File: config.mk
export PLATFORM = sky130hd
export DESIGN_NAME = fem_monitor
export DESIGN_NICKNAME = d
export VERILOG_FILES = /design/src/fem_monitor.v
export VERILOG_INCLUDE_DIRS = /design/src
export SDC_FILE = /design/constraint.sdc
export NUM_CORES = 1
export LEC_CHECK = 0
export CORE_AREA = 5 5 95 97
export DETAILED_ROUTE_END_ITERATION = 8
export DIE_AREA = 0 0 100 102
export DONT_BUFFER_PORTS = 1
export HOLD_SLACK_MARGIN = 0.1
export PLACE_DENSITY = 0.81
export SYNTH_ARGS = -nofsm -noshare
export SYNTH_HDL_FRONTEND = slang
export SYNTH_SLANG_ARGS = --single-unit
File: constraint.sdc
create_clock -name clk -period 2.4 [get_ports clk]
set_input_delay 0.24 -clock clk [delete_from_list [all_inputs] [get_ports clk]]
set_output_delay 0.24 -clock clk [all_outputs]
set_load 0.01 [all_outputs]
File: src/fem_map.vh
// Register map, field positions, reset values and timing of the fault monitor
`ifndef FEM_MAP_VH
`define FEM_MAP_VH

// Register byte offsets
`define FEM_STATUS_OFS 4'h0
`define FEM_INTERRUPT_OFS 4'h4
`define FEM_MODE_OFS 4'h8
`define FEM_CURRENT_LIMIT_REG_OFS 4'hC

// Status and interrupt bit positions
`define FEM_B_LINE_FAULT 0
`define FEM_B_LOW_WARN 1
`define FEM_B_UNDERVOLT 2
`define FEM_B_OVERTEMP 3
`define FEM_B_THERMAL 4
`define FEM_B_WAKE 5
`define FEM_B_SERIAL 6
`define FEM_B_DRIVER_ON 7

// Mode register fields
`define FEM_B_WAKE_OFF 0
`define FEM_B_WARN_EN 1
`define FEM_B_LDO3_OFF 2

// Current-limit register fields
`define FEM_B_LIM_LO 0
`define FEM_B_LIM_HI 1
`define FEM_B_BLANK_LO 2
`define FEM_B_BLANK_HI 3

// Reset values and pin-mode limit codes
`define FEM_MODE_RST 3'h0
`define FEM_CURRENT_LIMIT_REG_RST 4'h5
`define FEM_LIM_PIN_LOW 2'h1
`define FEM_LIM_PIN_HIGH 2'h2

// Timing, in microseconds and derived clock cycles
`define FEM_CLK_MHZ 10
`define FEM_WAKE_US 80
`define FEM_PULSE_US 200
`define FEM_BLANK0_US 96
`define FEM_BLANK1_US 128
`define FEM_BLANK2_US 192
`define FEM_BLANK3_US 256
`define FEM_WAKE_CYC (`FEM_WAKE_US * `FEM_CLK_MHZ)
`define FEM_PULSE_CYC (`FEM_PULSE_US * `FEM_CLK_MHZ)
`define FEM_BLANK0_CYC (`FEM_BLANK0_US * `FEM_CLK_MHZ)
`define FEM_BLANK1_CYC (`FEM_BLANK1_US * `FEM_CLK_MHZ)
`define FEM_BLANK2_CYC (`FEM_BLANK2_US * `FEM_CLK_MHZ)
`define FEM_BLANK3_CYC (`FEM_BLANK3_US * `FEM_CLK_MHZ)

// AXI responses
`define FEM_RESP_OKAY 2'h0
`define FEM_RESP_SLVERR 2'h2

`endif

File: src/fem_monitor.v
// Fault, supply, wake-up and thermal event monitor with AXI4-Lite registers
`timescale 1ns/1ps
`include "fem_map.vh"

module fem_monitor #(
  parameter NIRQ = 6
) (
  input wire clk,
  input wire rst,
  // Pins and analog comparators, asynchronous
  input wire serial_sel,
  input wire limit_select_pin,
  input wire line_short,
  input wire driver_hot,
  input wire field_below_16v,
  input wire field_below_7v4,
  input wire temp_above_140,
  input wire temp_below_125,
  input wire die_above_165,
  input wire rail_5v_ok,
  input wire logic_rail_ok,
  input wire rail_3v3_ok,
  input wire internal_5v_used,
  // Control outputs
  output reg fault_irq_n,
  output reg wake_pulse_n,
  output reg driver_en,
  output reg ldo5_on,
  output reg ldo3_on,
  output reg [1:0] limit_code,
  // AXI4-Lite slave
  input wire [3:0] s_axi_awaddr,
  input wire s_axi_awvalid,
  output reg s_axi_awready,
  input wire [31:0] s_axi_wdata,
  input wire [3:0] s_axi_wstrb,
  input wire s_axi_wvalid,
  output reg s_axi_wready,
  output reg [1:0] s_axi_bresp,
  output reg s_axi_bvalid,
  input wire s_axi_bready,
  input wire [3:0] s_axi_araddr,
  input wire s_axi_arvalid,
  output reg s_axi_arready,
  output reg [31:0] s_axi_rdata,
  output reg [1:0] s_axi_rresp,
  output reg s_axi_rvalid,
  input wire s_axi_rready
);

  // ==========================================================
  // Input synchronisers
  localparam NSYNC = 13;
  wire [NSYNC-1:0] raw_in;
  reg [NSYNC-1:0] sync1_r;
  reg [NSYNC-1:0] sync2_r;

  assign raw_in = {internal_5v_used, rail_3v3_ok, logic_rail_ok, rail_5v_ok,
                   die_above_165, temp_below_125, temp_above_140,
                   field_below_7v4, field_below_16v, driver_hot, line_short,
                   limit_select_pin, serial_sel};

  always @(posedge clk) begin
    if (rst) begin
      sync1_r <= {NSYNC{1'b0}};
      sync2_r <= {NSYNC{1'b0}};
    end else begin
      sync1_r <= raw_in;
      sync2_r <= sync1_r;
    end
  end

  wire serial_mode = sync2_r[0];
  wire lim_pin_s = sync2_r[1];
  wire short_s = sync2_r[2];
  wire hot_s = sync2_r[3];
  wire below16_s = sync2_r[4];
  wire below7_s = sync2_r[5];
  wire above140_s = sync2_r[6];
  wire below125_s = sync2_r[7];
  wire above165_s = sync2_r[8];
  wire v5_ok_s = sync2_r[9];
  wire vl_ok_s = sync2_r[10];
  wire v33_ok_s = sync2_r[11];
  wire int5v_s = sync2_r[12];

  // ==========================================================
  // Configuration registers
  reg [2:0] mode_r;
  reg [3:0] current_limit_reg_r;
  reg [NIRQ-1:0] irq_r;
  reg thermal_r;
  reg restart_rst_r;

  wire wake_detect_off = mode_r[`FEM_B_WAKE_OFF];
  wire supply_low_warn_en = mode_r[`FEM_B_WARN_EN];
  wire ldo3_off = mode_r[`FEM_B_LDO3_OFF];
  wire limit_select_hi = current_limit_reg_r[`FEM_B_LIM_HI];
  wire limit_select_lo = current_limit_reg_r[`FEM_B_LIM_LO];
  wire blanking_select_hi = current_limit_reg_r[`FEM_B_BLANK_HI];
  wire blanking_select_lo = current_limit_reg_r[`FEM_B_BLANK_LO];

  // ==========================================================
  // Blanking time and short-circuit timer
  reg [31:0] blank_cyc;
  reg [11:0] short_cnt_r;
  reg short_d_r;

  always @* begin
    if (!serial_mode) begin
      blank_cyc = `FEM_BLANK1_CYC;
    end else begin
      case ({blanking_select_hi, blanking_select_lo})
        2'h0: blank_cyc = `FEM_BLANK0_CYC;
        2'h1: blank_cyc = `FEM_BLANK1_CYC;
        2'h2: blank_cyc = `FEM_BLANK2_CYC;
        default: blank_cyc = `FEM_BLANK3_CYC;
      endcase
    end
  end

  always @(posedge clk) begin
    if (rst) begin
      short_cnt_r <= 12'h000;
      short_d_r <= 1'b0;
    end else begin
      short_d_r <= short_s;
      if (!short_s) begin
        short_cnt_r <= 12'h000;
      end else if (short_cnt_r != 12'hFFF) begin
        short_cnt_r <= short_cnt_r + 12'h001;
      end
    end
  end

  // Short past blanking or overheating counts as a line fault
  wire line_fault_cond = (short_s && (short_cnt_r >= blank_cyc)) || hot_s;
  wire line_fault_live = line_fault_cond;

  // ==========================================================
  // Wake-up detection and pulse
  wire wake_allowed = !serial_mode || !wake_detect_off;
  // Short ended after wake time but before blanking expired
  wire wake_event = wake_allowed && short_d_r && !short_s &&
                    (short_cnt_r >= `FEM_WAKE_CYC) &&
                    (short_cnt_r < blank_cyc);
  localparam [31:0] PULSE_LOAD = `FEM_PULSE_CYC - 1;
  reg [11:0] pulse_cnt_r;

  always @(posedge clk) begin
    if (rst) begin
      pulse_cnt_r <= 12'h000;
      wake_pulse_n <= 1'b1;
    end else if (wake_event) begin
      pulse_cnt_r <= PULSE_LOAD[11:0];
      wake_pulse_n <= 1'b0;
    end else if (pulse_cnt_r != 12'h000) begin
      pulse_cnt_r <= pulse_cnt_r - 12'h001;
    end else begin
      wake_pulse_n <= 1'b1;
    end
  end

  // ==========================================================
  // Supply, temperature and thermal status
  reg supply_low_warn;
  reg supply_undervolt;
  reg overtemp_warn;
  reg pwrup_done_r;

  always @(posedge clk) begin
    if (rst) begin
      supply_low_warn <= 1'b0;
      supply_undervolt <= 1'b0;
      overtemp_warn <= 1'b0;
      thermal_r <= 1'b0;
      pwrup_done_r <= 1'b0;
    end else begin
      supply_low_warn <= serial_mode && below16_s;
      supply_undervolt <= serial_mode && below7_s;
      if (!serial_mode) begin
        overtemp_warn <= 1'b0;
      end else if (above140_s) begin
        overtemp_warn <= 1'b1;
      end else if (below125_s) begin
        overtemp_warn <= 1'b0;
      end
      thermal_r <= above165_s;
      if (!below7_s && v5_ok_s && vl_ok_s && v33_ok_s) begin
        pwrup_done_r <= 1'b1;
      end
    end
  end

  wire thermal_off = serial_mode && thermal_r;

  // Delayed copies for event edges
  reg [4:0] live_d_r;
  wire [4:0] live_now = {thermal_off, overtemp_warn, supply_undervolt,
                         supply_low_warn, serial_mode && line_fault_live};
  wire [4:0] live_rise = live_now & ~live_d_r;

  always @(posedge clk) begin
    if (rst) begin
      live_d_r <= 5'h00;
    end else begin
      live_d_r <= live_now;
    end
  end

  // ==========================================================
  // Latched interrupt bits, set wins over read clear
  wire rd_take = s_axi_arready && s_axi_arvalid;
  wire int_read = rd_take && (s_axi_araddr[3:2] == `FEM_INTERRUPT_OFS >> 2);
  wire [NIRQ-1:0] irq_set;

  assign irq_set[`FEM_B_LINE_FAULT] = live_rise[0];
  assign irq_set[`FEM_B_LOW_WARN] = live_rise[1] && supply_low_warn_en;
  assign irq_set[`FEM_B_UNDERVOLT] = live_rise[2];
  assign irq_set[`FEM_B_OVERTEMP] = live_rise[3];
  assign irq_set[`FEM_B_THERMAL] = live_rise[4];
  assign irq_set[`FEM_B_WAKE] = wake_event && serial_mode;

  genvar gi;
  generate
    for (gi = 0; gi < NIRQ; gi = gi + 1) begin : g_irq
      always @(posedge clk) begin
        if (rst || restart_rst_r) begin
          irq_r[gi] <= 1'b0;
        end else if (irq_set[gi]) begin
          irq_r[gi] <= 1'b1;
        end else if (int_read) begin
          irq_r[gi] <= 1'b0;
        end
      end
    end
  endgenerate
  wire line_fault_latched = irq_r[`FEM_B_LINE_FAULT];

  // ==========================================================
  // Outputs to pins and analog
  always @(posedge clk) begin
    if (rst) begin
      fault_irq_n <= 1'b1;
      driver_en <= 1'b0;
      ldo5_on <= 1'b0;
      ldo3_on <= 1'b0;
      limit_code <= `FEM_LIM_PIN_LOW;
      restart_rst_r <= 1'b0;
    end else begin
      if (serial_mode) begin
        fault_irq_n <= ~(|irq_r);
        limit_code <= {limit_select_hi, limit_select_lo};
      end else begin
        fault_irq_n <= ~line_fault_cond;
        limit_code <= lim_pin_s ? `FEM_LIM_PIN_HIGH
                                : `FEM_LIM_PIN_LOW;
      end
      driver_en <= pwrup_done_r && !thermal_r && !below7_s &&
                   v5_ok_s && vl_ok_s;
      ldo5_on <= !thermal_r;
      ldo3_on <= !thermal_r && !(serial_mode && ldo3_off);
      // Cooling with internal 5V resets registers to defaults
      restart_rst_r <= thermal_r && !above165_s && int5v_s;
    end
  end

  // ==========================================================
  // AXI4-Lite write channel
  reg aw_held_r;
  reg w_held_r;
  reg [3:0] awaddr_r;
  reg [3:0] wdata_r;
  reg wstrb0_r;

  always @(posedge clk) begin
    if (rst) begin
      s_axi_awready <= 1'b1;
      s_axi_wready <= 1'b1;
      s_axi_bvalid <= 1'b0;
      s_axi_bresp <= `FEM_RESP_OKAY;
      aw_held_r <= 1'b0;
      w_held_r <= 1'b0;
      awaddr_r <= 4'h0;
      wdata_r <= 4'h0;
      wstrb0_r <= 1'b0;
    end else begin
      if (s_axi_awready && s_axi_awvalid) begin
        aw_held_r <= 1'b1;
        awaddr_r <= s_axi_awaddr;
        s_axi_awready <= 1'b0;
      end
      if (s_axi_wready && s_axi_wvalid) begin
        w_held_r <= 1'b1;
        wdata_r <= s_axi_wdata[3:0];
        wstrb0_r <= s_axi_wstrb[0];
        s_axi_wready <= 1'b0;
      end
      if (aw_held_r && w_held_r && !s_axi_bvalid) begin
        aw_held_r <= 1'b0;
        w_held_r <= 1'b0;
        s_axi_bvalid <= 1'b1;
        case (awaddr_r[3:2])
          `FEM_MODE_OFS >> 2: s_axi_bresp <= `FEM_RESP_OKAY;
          `FEM_CURRENT_LIMIT_REG_OFS >> 2: s_axi_bresp <= `FEM_RESP_OKAY;
          default: s_axi_bresp <= `FEM_RESP_SLVERR;
        endcase
      end
      if (s_axi_bvalid && s_axi_bready) begin
        s_axi_bvalid <= 1'b0;
        s_axi_awready <= 1'b1;
        s_axi_wready <= 1'b1;
      end
    end
  end

  wire wr_commit = aw_held_r && w_held_r && !s_axi_bvalid && wstrb0_r;

  always @(posedge clk) begin
    if (rst || restart_rst_r) begin
      mode_r <= `FEM_MODE_RST;
      current_limit_reg_r <= `FEM_CURRENT_LIMIT_REG_RST;
    end else if (wr_commit) begin
      if (awaddr_r[3:2] == `FEM_MODE_OFS >> 2) begin
        mode_r <= wdata_r[2:0];
      end
      if (awaddr_r[3:2] == `FEM_CURRENT_LIMIT_REG_OFS >> 2) begin
        current_limit_reg_r <= wdata_r;
      end
    end
  end

  // ==========================================================
  // AXI4-Lite read channel, served during thermal shutdown too
  reg [31:0] rd_mux;

  always @* begin
    rd_mux = 32'h00000000;
    case (s_axi_araddr[3:2])
      `FEM_STATUS_OFS >> 2: begin
        rd_mux[`FEM_B_LINE_FAULT] = serial_mode && line_fault_live;
        rd_mux[`FEM_B_LOW_WARN] = supply_low_warn;
        rd_mux[`FEM_B_UNDERVOLT] = supply_undervolt;
        rd_mux[`FEM_B_OVERTEMP] = overtemp_warn;
        rd_mux[`FEM_B_THERMAL] = thermal_off;
        rd_mux[`FEM_B_SERIAL] = serial_mode;
        rd_mux[`FEM_B_DRIVER_ON] = driver_en;
      end
      `FEM_INTERRUPT_OFS >> 2: rd_mux[NIRQ-1:0] = irq_r;
      `FEM_MODE_OFS >> 2: rd_mux[2:0] = mode_r;
      default: rd_mux[3:0] = current_limit_reg_r;
    endcase
  end

  always @(posedge clk) begin
    if (rst) begin
      s_axi_arready <= 1'b1;
      s_axi_rvalid <= 1'b0;
      s_axi_rdata <= 32'h00000000;
      s_axi_rresp <= `FEM_RESP_OKAY;
    end else begin
      if (rd_take) begin
        s_axi_arready <= 1'b0;
        s_axi_rvalid <= 1'b1;
        s_axi_rdata <= rd_mux;
        s_axi_rresp <= `FEM_RESP_OKAY;
      end
      if (s_axi_rvalid && s_axi_rready) begin
        s_axi_rvalid <= 1'b0;
        s_axi_arready <= 1'b1;
      end
    end
  end

endmodule

Word level (Yosys, flattened, before mapping)
Cells that the tools add are included.

Bitwise logic cells: 6. $lt $le $gt $ge: 3. Reductions and logical operators: 63. Mux-type cells: 24. $add $sub $neg: 2. Equality and inequality tests: 8.

Operator list (count): $pmux W12 S3 (1); $ge A12 B32 Y1 (1); $lt A12 B32 Y1 (1); $logic_and A1 B1 Y1 (31); $mux W11 (2); $reduce_bool A2 Y1 (8); $reduce_or A2 Y1 (7); $mux W1 (13); $add A12 B1 Y12 const B (1); $ge A12 B10 Y1 const B (1); $mux W12 (1); $ne A12 B12 Y1 const B (1); $reduce_bool A12 Y1 (1); $sub A12 B1 Y12 const B (1); $pmux W3 S3 (1); $eq A2 B2 Y1 const B (4); $logic_not A1 Y1 (8); $mux W2 (4); $reduce_or A6 Y1 (1); $and A5 B5 Y5 (1); $not A5 Y5 (1); $eq A2 B1 Y1 const B (2); $logic_not A2 Y1 (2); $not A1 Y1 (4); other kinds (5) (8).

Flip-flop bits (word level): 108. Input bits: 64.

Logic depth before layout (Yosys ltp)
Depth in word-level cells: 10. Mapped depth: 9. Depth with buffers taken out: 8.

Worst setup path before layout
OpenSTA, ideal clock, no wires.

Kind: register to register. Start: register sync2_r[0]. End: register irq_r[5]. Setup time: 83 ps. Stages on the path, launching flop included: 10. Buffers on the path: 2. Arrival: 2296 ps. Data required time: 2317 ps. Path slack: 21 ps. Clock period less this slack: 2379 ps. Cells stage by stage: dfxtp_1 > clkbuf_1 > inv_1 > nor2_1 > ha_1 > o21ai_0 > o21bai_1 > or4_1 > buf_2 > o31ai_4.

Word-level cells in the longest chain between the ends: 8. Elaborated cells between the ends (all ways): 11. Those cells by class: order compare (1); mux (2); reduce/logical (8).

RTL lines: start: declaration (RTL line fem_monitor.v:56) `reg [NSYNC-1:0] sync2_r;`; start signal: assignment (RTL line fem_monitor.v:66) `sync2_r <= {NSYNC{1'b0}};`; start signal: assignment (RTL line fem_monitor.v:69) `sync2_r <= sync1_r;`; parallel branches: the longest is 6 deep, another holds $lt A12 B32 Y1; $logic_and A1 B1 Y1 (*) (RTL line fem_monitor.v:222) `` assign irq_set[`FEM_B_WAKE] = wake_event && serial_mode; ``; $mux W1 or $reduce_bool A2 Y1 (tied branches); end signal: indexed assignment (RTL line fem_monitor.v:229) `irq_r[gi] <= 1'b0;`; end signal: indexed assignment (RTL line fem_monitor.v:231) `irq_r[gi] <= 1'b1;`; end signal: indexed assignment (RTL line fem_monitor.v:233) `irq_r[gi] <= 1'b0;`; end: declaration (RTL line fem_monitor.v:91) `reg [NIRQ-1:0] irq_r;`.

Mark *: on every way between the ends. A chain may end at the register's enable or synchronous reset.

Final worst setup path
Start: register current_limit_reg_r[3]. End: register irq_r[0] (netlist: line_fault_latched).

Word-level cells in the longest chain between the ends: 9. Elaborated cells between the ends (all ways): 12. Those cells by class: order compare (1); eq/ne (2); mux (3); bitwise (1); reduce/logical (5).

RTL lines: start: declaration (RTL line fem_monitor.v:90) `reg [3:0] current_limit_reg_r;`; start signal: assignment (RTL line fem_monitor.v:322) `` current_limit_reg_r <= `FEM_CURRENT_LIMIT_REG_RST; ``; start signal: assignment (RTL line fem_monitor.v:328) `current_limit_reg_r <= wdata_r;`; $eq A2 B2 Y1, or another cell as far along (RTL line fem_monitor.v:113) `case ({blanking_select_hi, blanking_select_lo})`; $pmux W12 S3 (*) (RTL line fem_monitor.v:113); $mux W12 (*) (RTL line fem_monitor.v:110) `if (!serial_mode) begin`; $ge A12 B32 Y1 (*) (RTL line fem_monitor.v:137) `wire line_fault_cond = (short_s && (short_cnt_r >= blank_cyc)) || hot_s;`; $logic_and A1 B1 Y1 (*) (RTL line fem_monitor.v:137); $logic_or A1 B1 Y1 (*) (RTL line fem_monitor.v:137); $logic_and A1 B1 Y1 (*) (RTL line fem_monitor.v:200) `supply_low_warn, serial_mode && line_fault_live};`; $and A5 B5 Y5 (*) (RTL line fem_monitor.v:201) `wire [4:0] live_rise = live_now & ~live_d_r;`; $mux W1 or $reduce_bool A2 Y1 (tied branches).

Mark *: on every way between the ends. The rest lies on a longest branch, timed or not.

==> results.yml <==
floorplanning:
  rows: 33
  dieArea_mm2: 0.01020
  core_area_mm2: 0.008051
  die_y_um: 102
  die_x_um: 100
  initial_core_util: 0.5469
  pin_count: 112
worst_setup_path:
  end_kind: "register"
  crit_arrival_ps: 2620
  path_max_fanout: 4
  crit_type: "register to register"
  start_kind: "register"
  worstPathRequired_ps: 2670
timing:
  clock_skew_ps: 10.22
  timing.hold.ws_ps: 125.9
  final_max_slew_viol_count: 0
  fin_crit_ps: 2347
  fin_crit_sh: 0.9779
  hold_violations: 0
  tns_ps: 0
  rsz0062_at_grt: "yes"
  fmax_ghz: 0.4261
  setup_viol: 0
routing:
  antenna_left: 0
  wl_mm: 9.581
  wl_per_cell_um: 15.38
  drc_errors: 0
  first_pass_iters: 5
  viasPerCell: 5.555
  drtIter0Drc: 310
  routed-via-count: 3461
global_routing:
  antenna_found_initial: 0
  grt_pass1_wl_mm: 15.45
  overflow: 0
  grt_max_degree: 76
  grt_pass1_vias: 3293
  gr-usage-all-layers: 0.1897
synthesis:
  synth_edf_count: 0
  synth_cell_types: 58
  syn_inst: 476
  synth_top_area_share: 0.4774
  synth_seq_area_share: 0.4774
  yosysWarnings: 0
  async_flop_share: 0
  synth_area_leaders: "dfxtp_1 48%, nor2b_1 4.7%, buf_4 4.6%"
  syn_avg_cell_area_um2: 9.250
  yosys_most_used_dff: "dfxtp_1"
  yosys-top-cells-count: "105 x dfxtp_1, 42 x nor2_1, 35 x nand2_1, 34 x a21oi_1, 33 x nor2b_1"
  syn_area_mm2: 0.004403
  yosysTopAreaCell: "dfxtp_1"
  synth.most_common_cell: "dfxtp_1"
  ys_ff_latch: 105
outcome:
  status: "finished, final reports clean"
flow_run:
  drv_cap: 0
power:
  peakVddDrop_mv: 0.4954
  power_density_mw_per_mm2: 777.7
  leakage_nw: 1.986
clocking:
  root_buffer: "clkbuf_8"
  cts_tree: "done"
  cts_max_path_buffers: 2
  cts.clk_slew.worst_paths_ps: 90
  clk_latency_ps: 370
  clock_sinks: 105
  numCtsBuffers: 9
  htreeDepth: 3
place:
  io_buffers: 0
  place_hpwl_mm: 6.096
  place_inst: 572
  gp_congestion: 0.8326
  postPlaceCellArea_mm2: 0.004441
cells_and_area:
  areaGrowthSynthToFinish_pct: 14.58
  drive_above_1_share: 0.1004
  stdcell_count: 623
  nets: 590
  finish.instance_area_mm2: 0.005045
  diodes: 0
  post-route-util: 0.6266
min_path:
  hold_path_class: "input port to register"
[state kept, by name, summed over array words and instances (netlist names), 2 cells and up]
register / count
sync1_r: 13
sync2_r: 13
pulse_cnt_r: 12
short_cnt_r: 12
s_axi_rdata: 8
irq_r: 5
live_d_r: 5
current_limit_reg_r: 4
wdata_r: 4
mode_r: 3
awaddr_r: 2
limit_code: 2
[cells by family (layout without fill, tap and decap cells)]
| logic type | after synthesis | count (layout) | synth area share |
|---|---|---|---|
| simple gates | 184 | 184 | 0.2222 |
| mux | 17 | 17 | 0.04518 |
| xor+xnor | 8 | 8 | 0.01591 |
| flops | 105 | 105 | 0.4774 |
| other cells | 1 | 27 | 0.0008517 |
| buf+inv | 69 | 85 | 0.08269 |
| fa+ha+maj | 13 | 13 | 0.03694 |
| compound gates | 79 | 79 | 0.1188 |
[critical path, stage by stage, from the launching register on]
cell,delay (ps)
dfxtp_2,350
buf_6,110
ha_1,130
o21ai_1,70
ha_1,310
or4bb_1,510
o2111ai_2,190
o221ai_2,140
buf_4,170
o41ai_2,260
[layout by cell type, fill, tap and decap left out, types with 6 or more instances in the layout]
cell type	netlist	final
o31ai_1	8	8
nor3_1	13	13
nor2_1	42	42
dfxtp_1	105	102
o21ai_0	8	6
inv_1	22	21
nand3_1	15	15
nand2_1	35	34
clkbuf_8	0	11
ha_1	13	11
a21oi_1	34	34
buf_4	27	11
nor2b_1	33	33
mux2i_1	12	12
conb_1	1	27
dlygate4sd3_1	0	33
nor4_1	7	7
[repair_timing]
action                                 4_1_cts  5_1_grt
pin swaps                                    3        4
setup endpoints to repair                    3       14
buffers inserted                             0        1
gates resized for setup                      3       11
cloned                                       0        0
hold buffers                                33        1
endpoints found under the hold margin       76        1
[path summary, 6_finish.rpt]
check,start,endpoint,slack (ps),cells after the start
hold reg to reg,sync2_r[8],restart_rst_r,430,1
hold / removal,rst,supply_undervolt,130,2
setup / recovery,current_limit_reg_r[3],line_fault_latched,50,9
setup reg to reg,current_limit_reg_r[3],line_fault_latched,50,9
[power breakdown]
group / internal (W) / switching, W
registers: 0.00187 / 0.000142
clock network: 0.000444 / 0.000602
logic: 0.000423 / 0.000441
total: 0.00274 / 0.00118
[layout make-up]
cell class                      instances  area [µm²]
Fill cell                             604        3007
Multi-Input combinational cell        328        2073
Sequential cell                       105        2106
Inverter                               22       82.58
Clock buffer                           12       155.1
Clock inverter                          4       33.78
Tap cell                              105       131.4
Timing Repair Buffer                   47       462.9
[stage by stage]
step	power (W)	setup slack, ps
2_1_floorplan	0.002741	21.30
3_3_place_gp	0.002785	26.44
3_5_place_dp	0.002834	-63.42
4_1_cts	0.003919	7.178
5_1_grt	0.004139	-34.51
6_report	0.003923	53.04
[metal layers]
| layer | routed length [µm] | track usage | part of all wire | up-vias |
|---|---|---|---|---|
| li1 | - | - | - | 1660 |
| met3 | 728 | 0.06758 | 0.076 | 16 |
| met1 | 3866 | 0.2228 | 0.40 | 1655 |
| met4 | 136 | 0.06528 | 0.014 | 0 |
| met5 | 0 | 0 | 0 | - |
| met2 | 4850 | 0.3238 | 0.51 | 130 |
No activity file was read; power rests on OpenSTA's default activity.
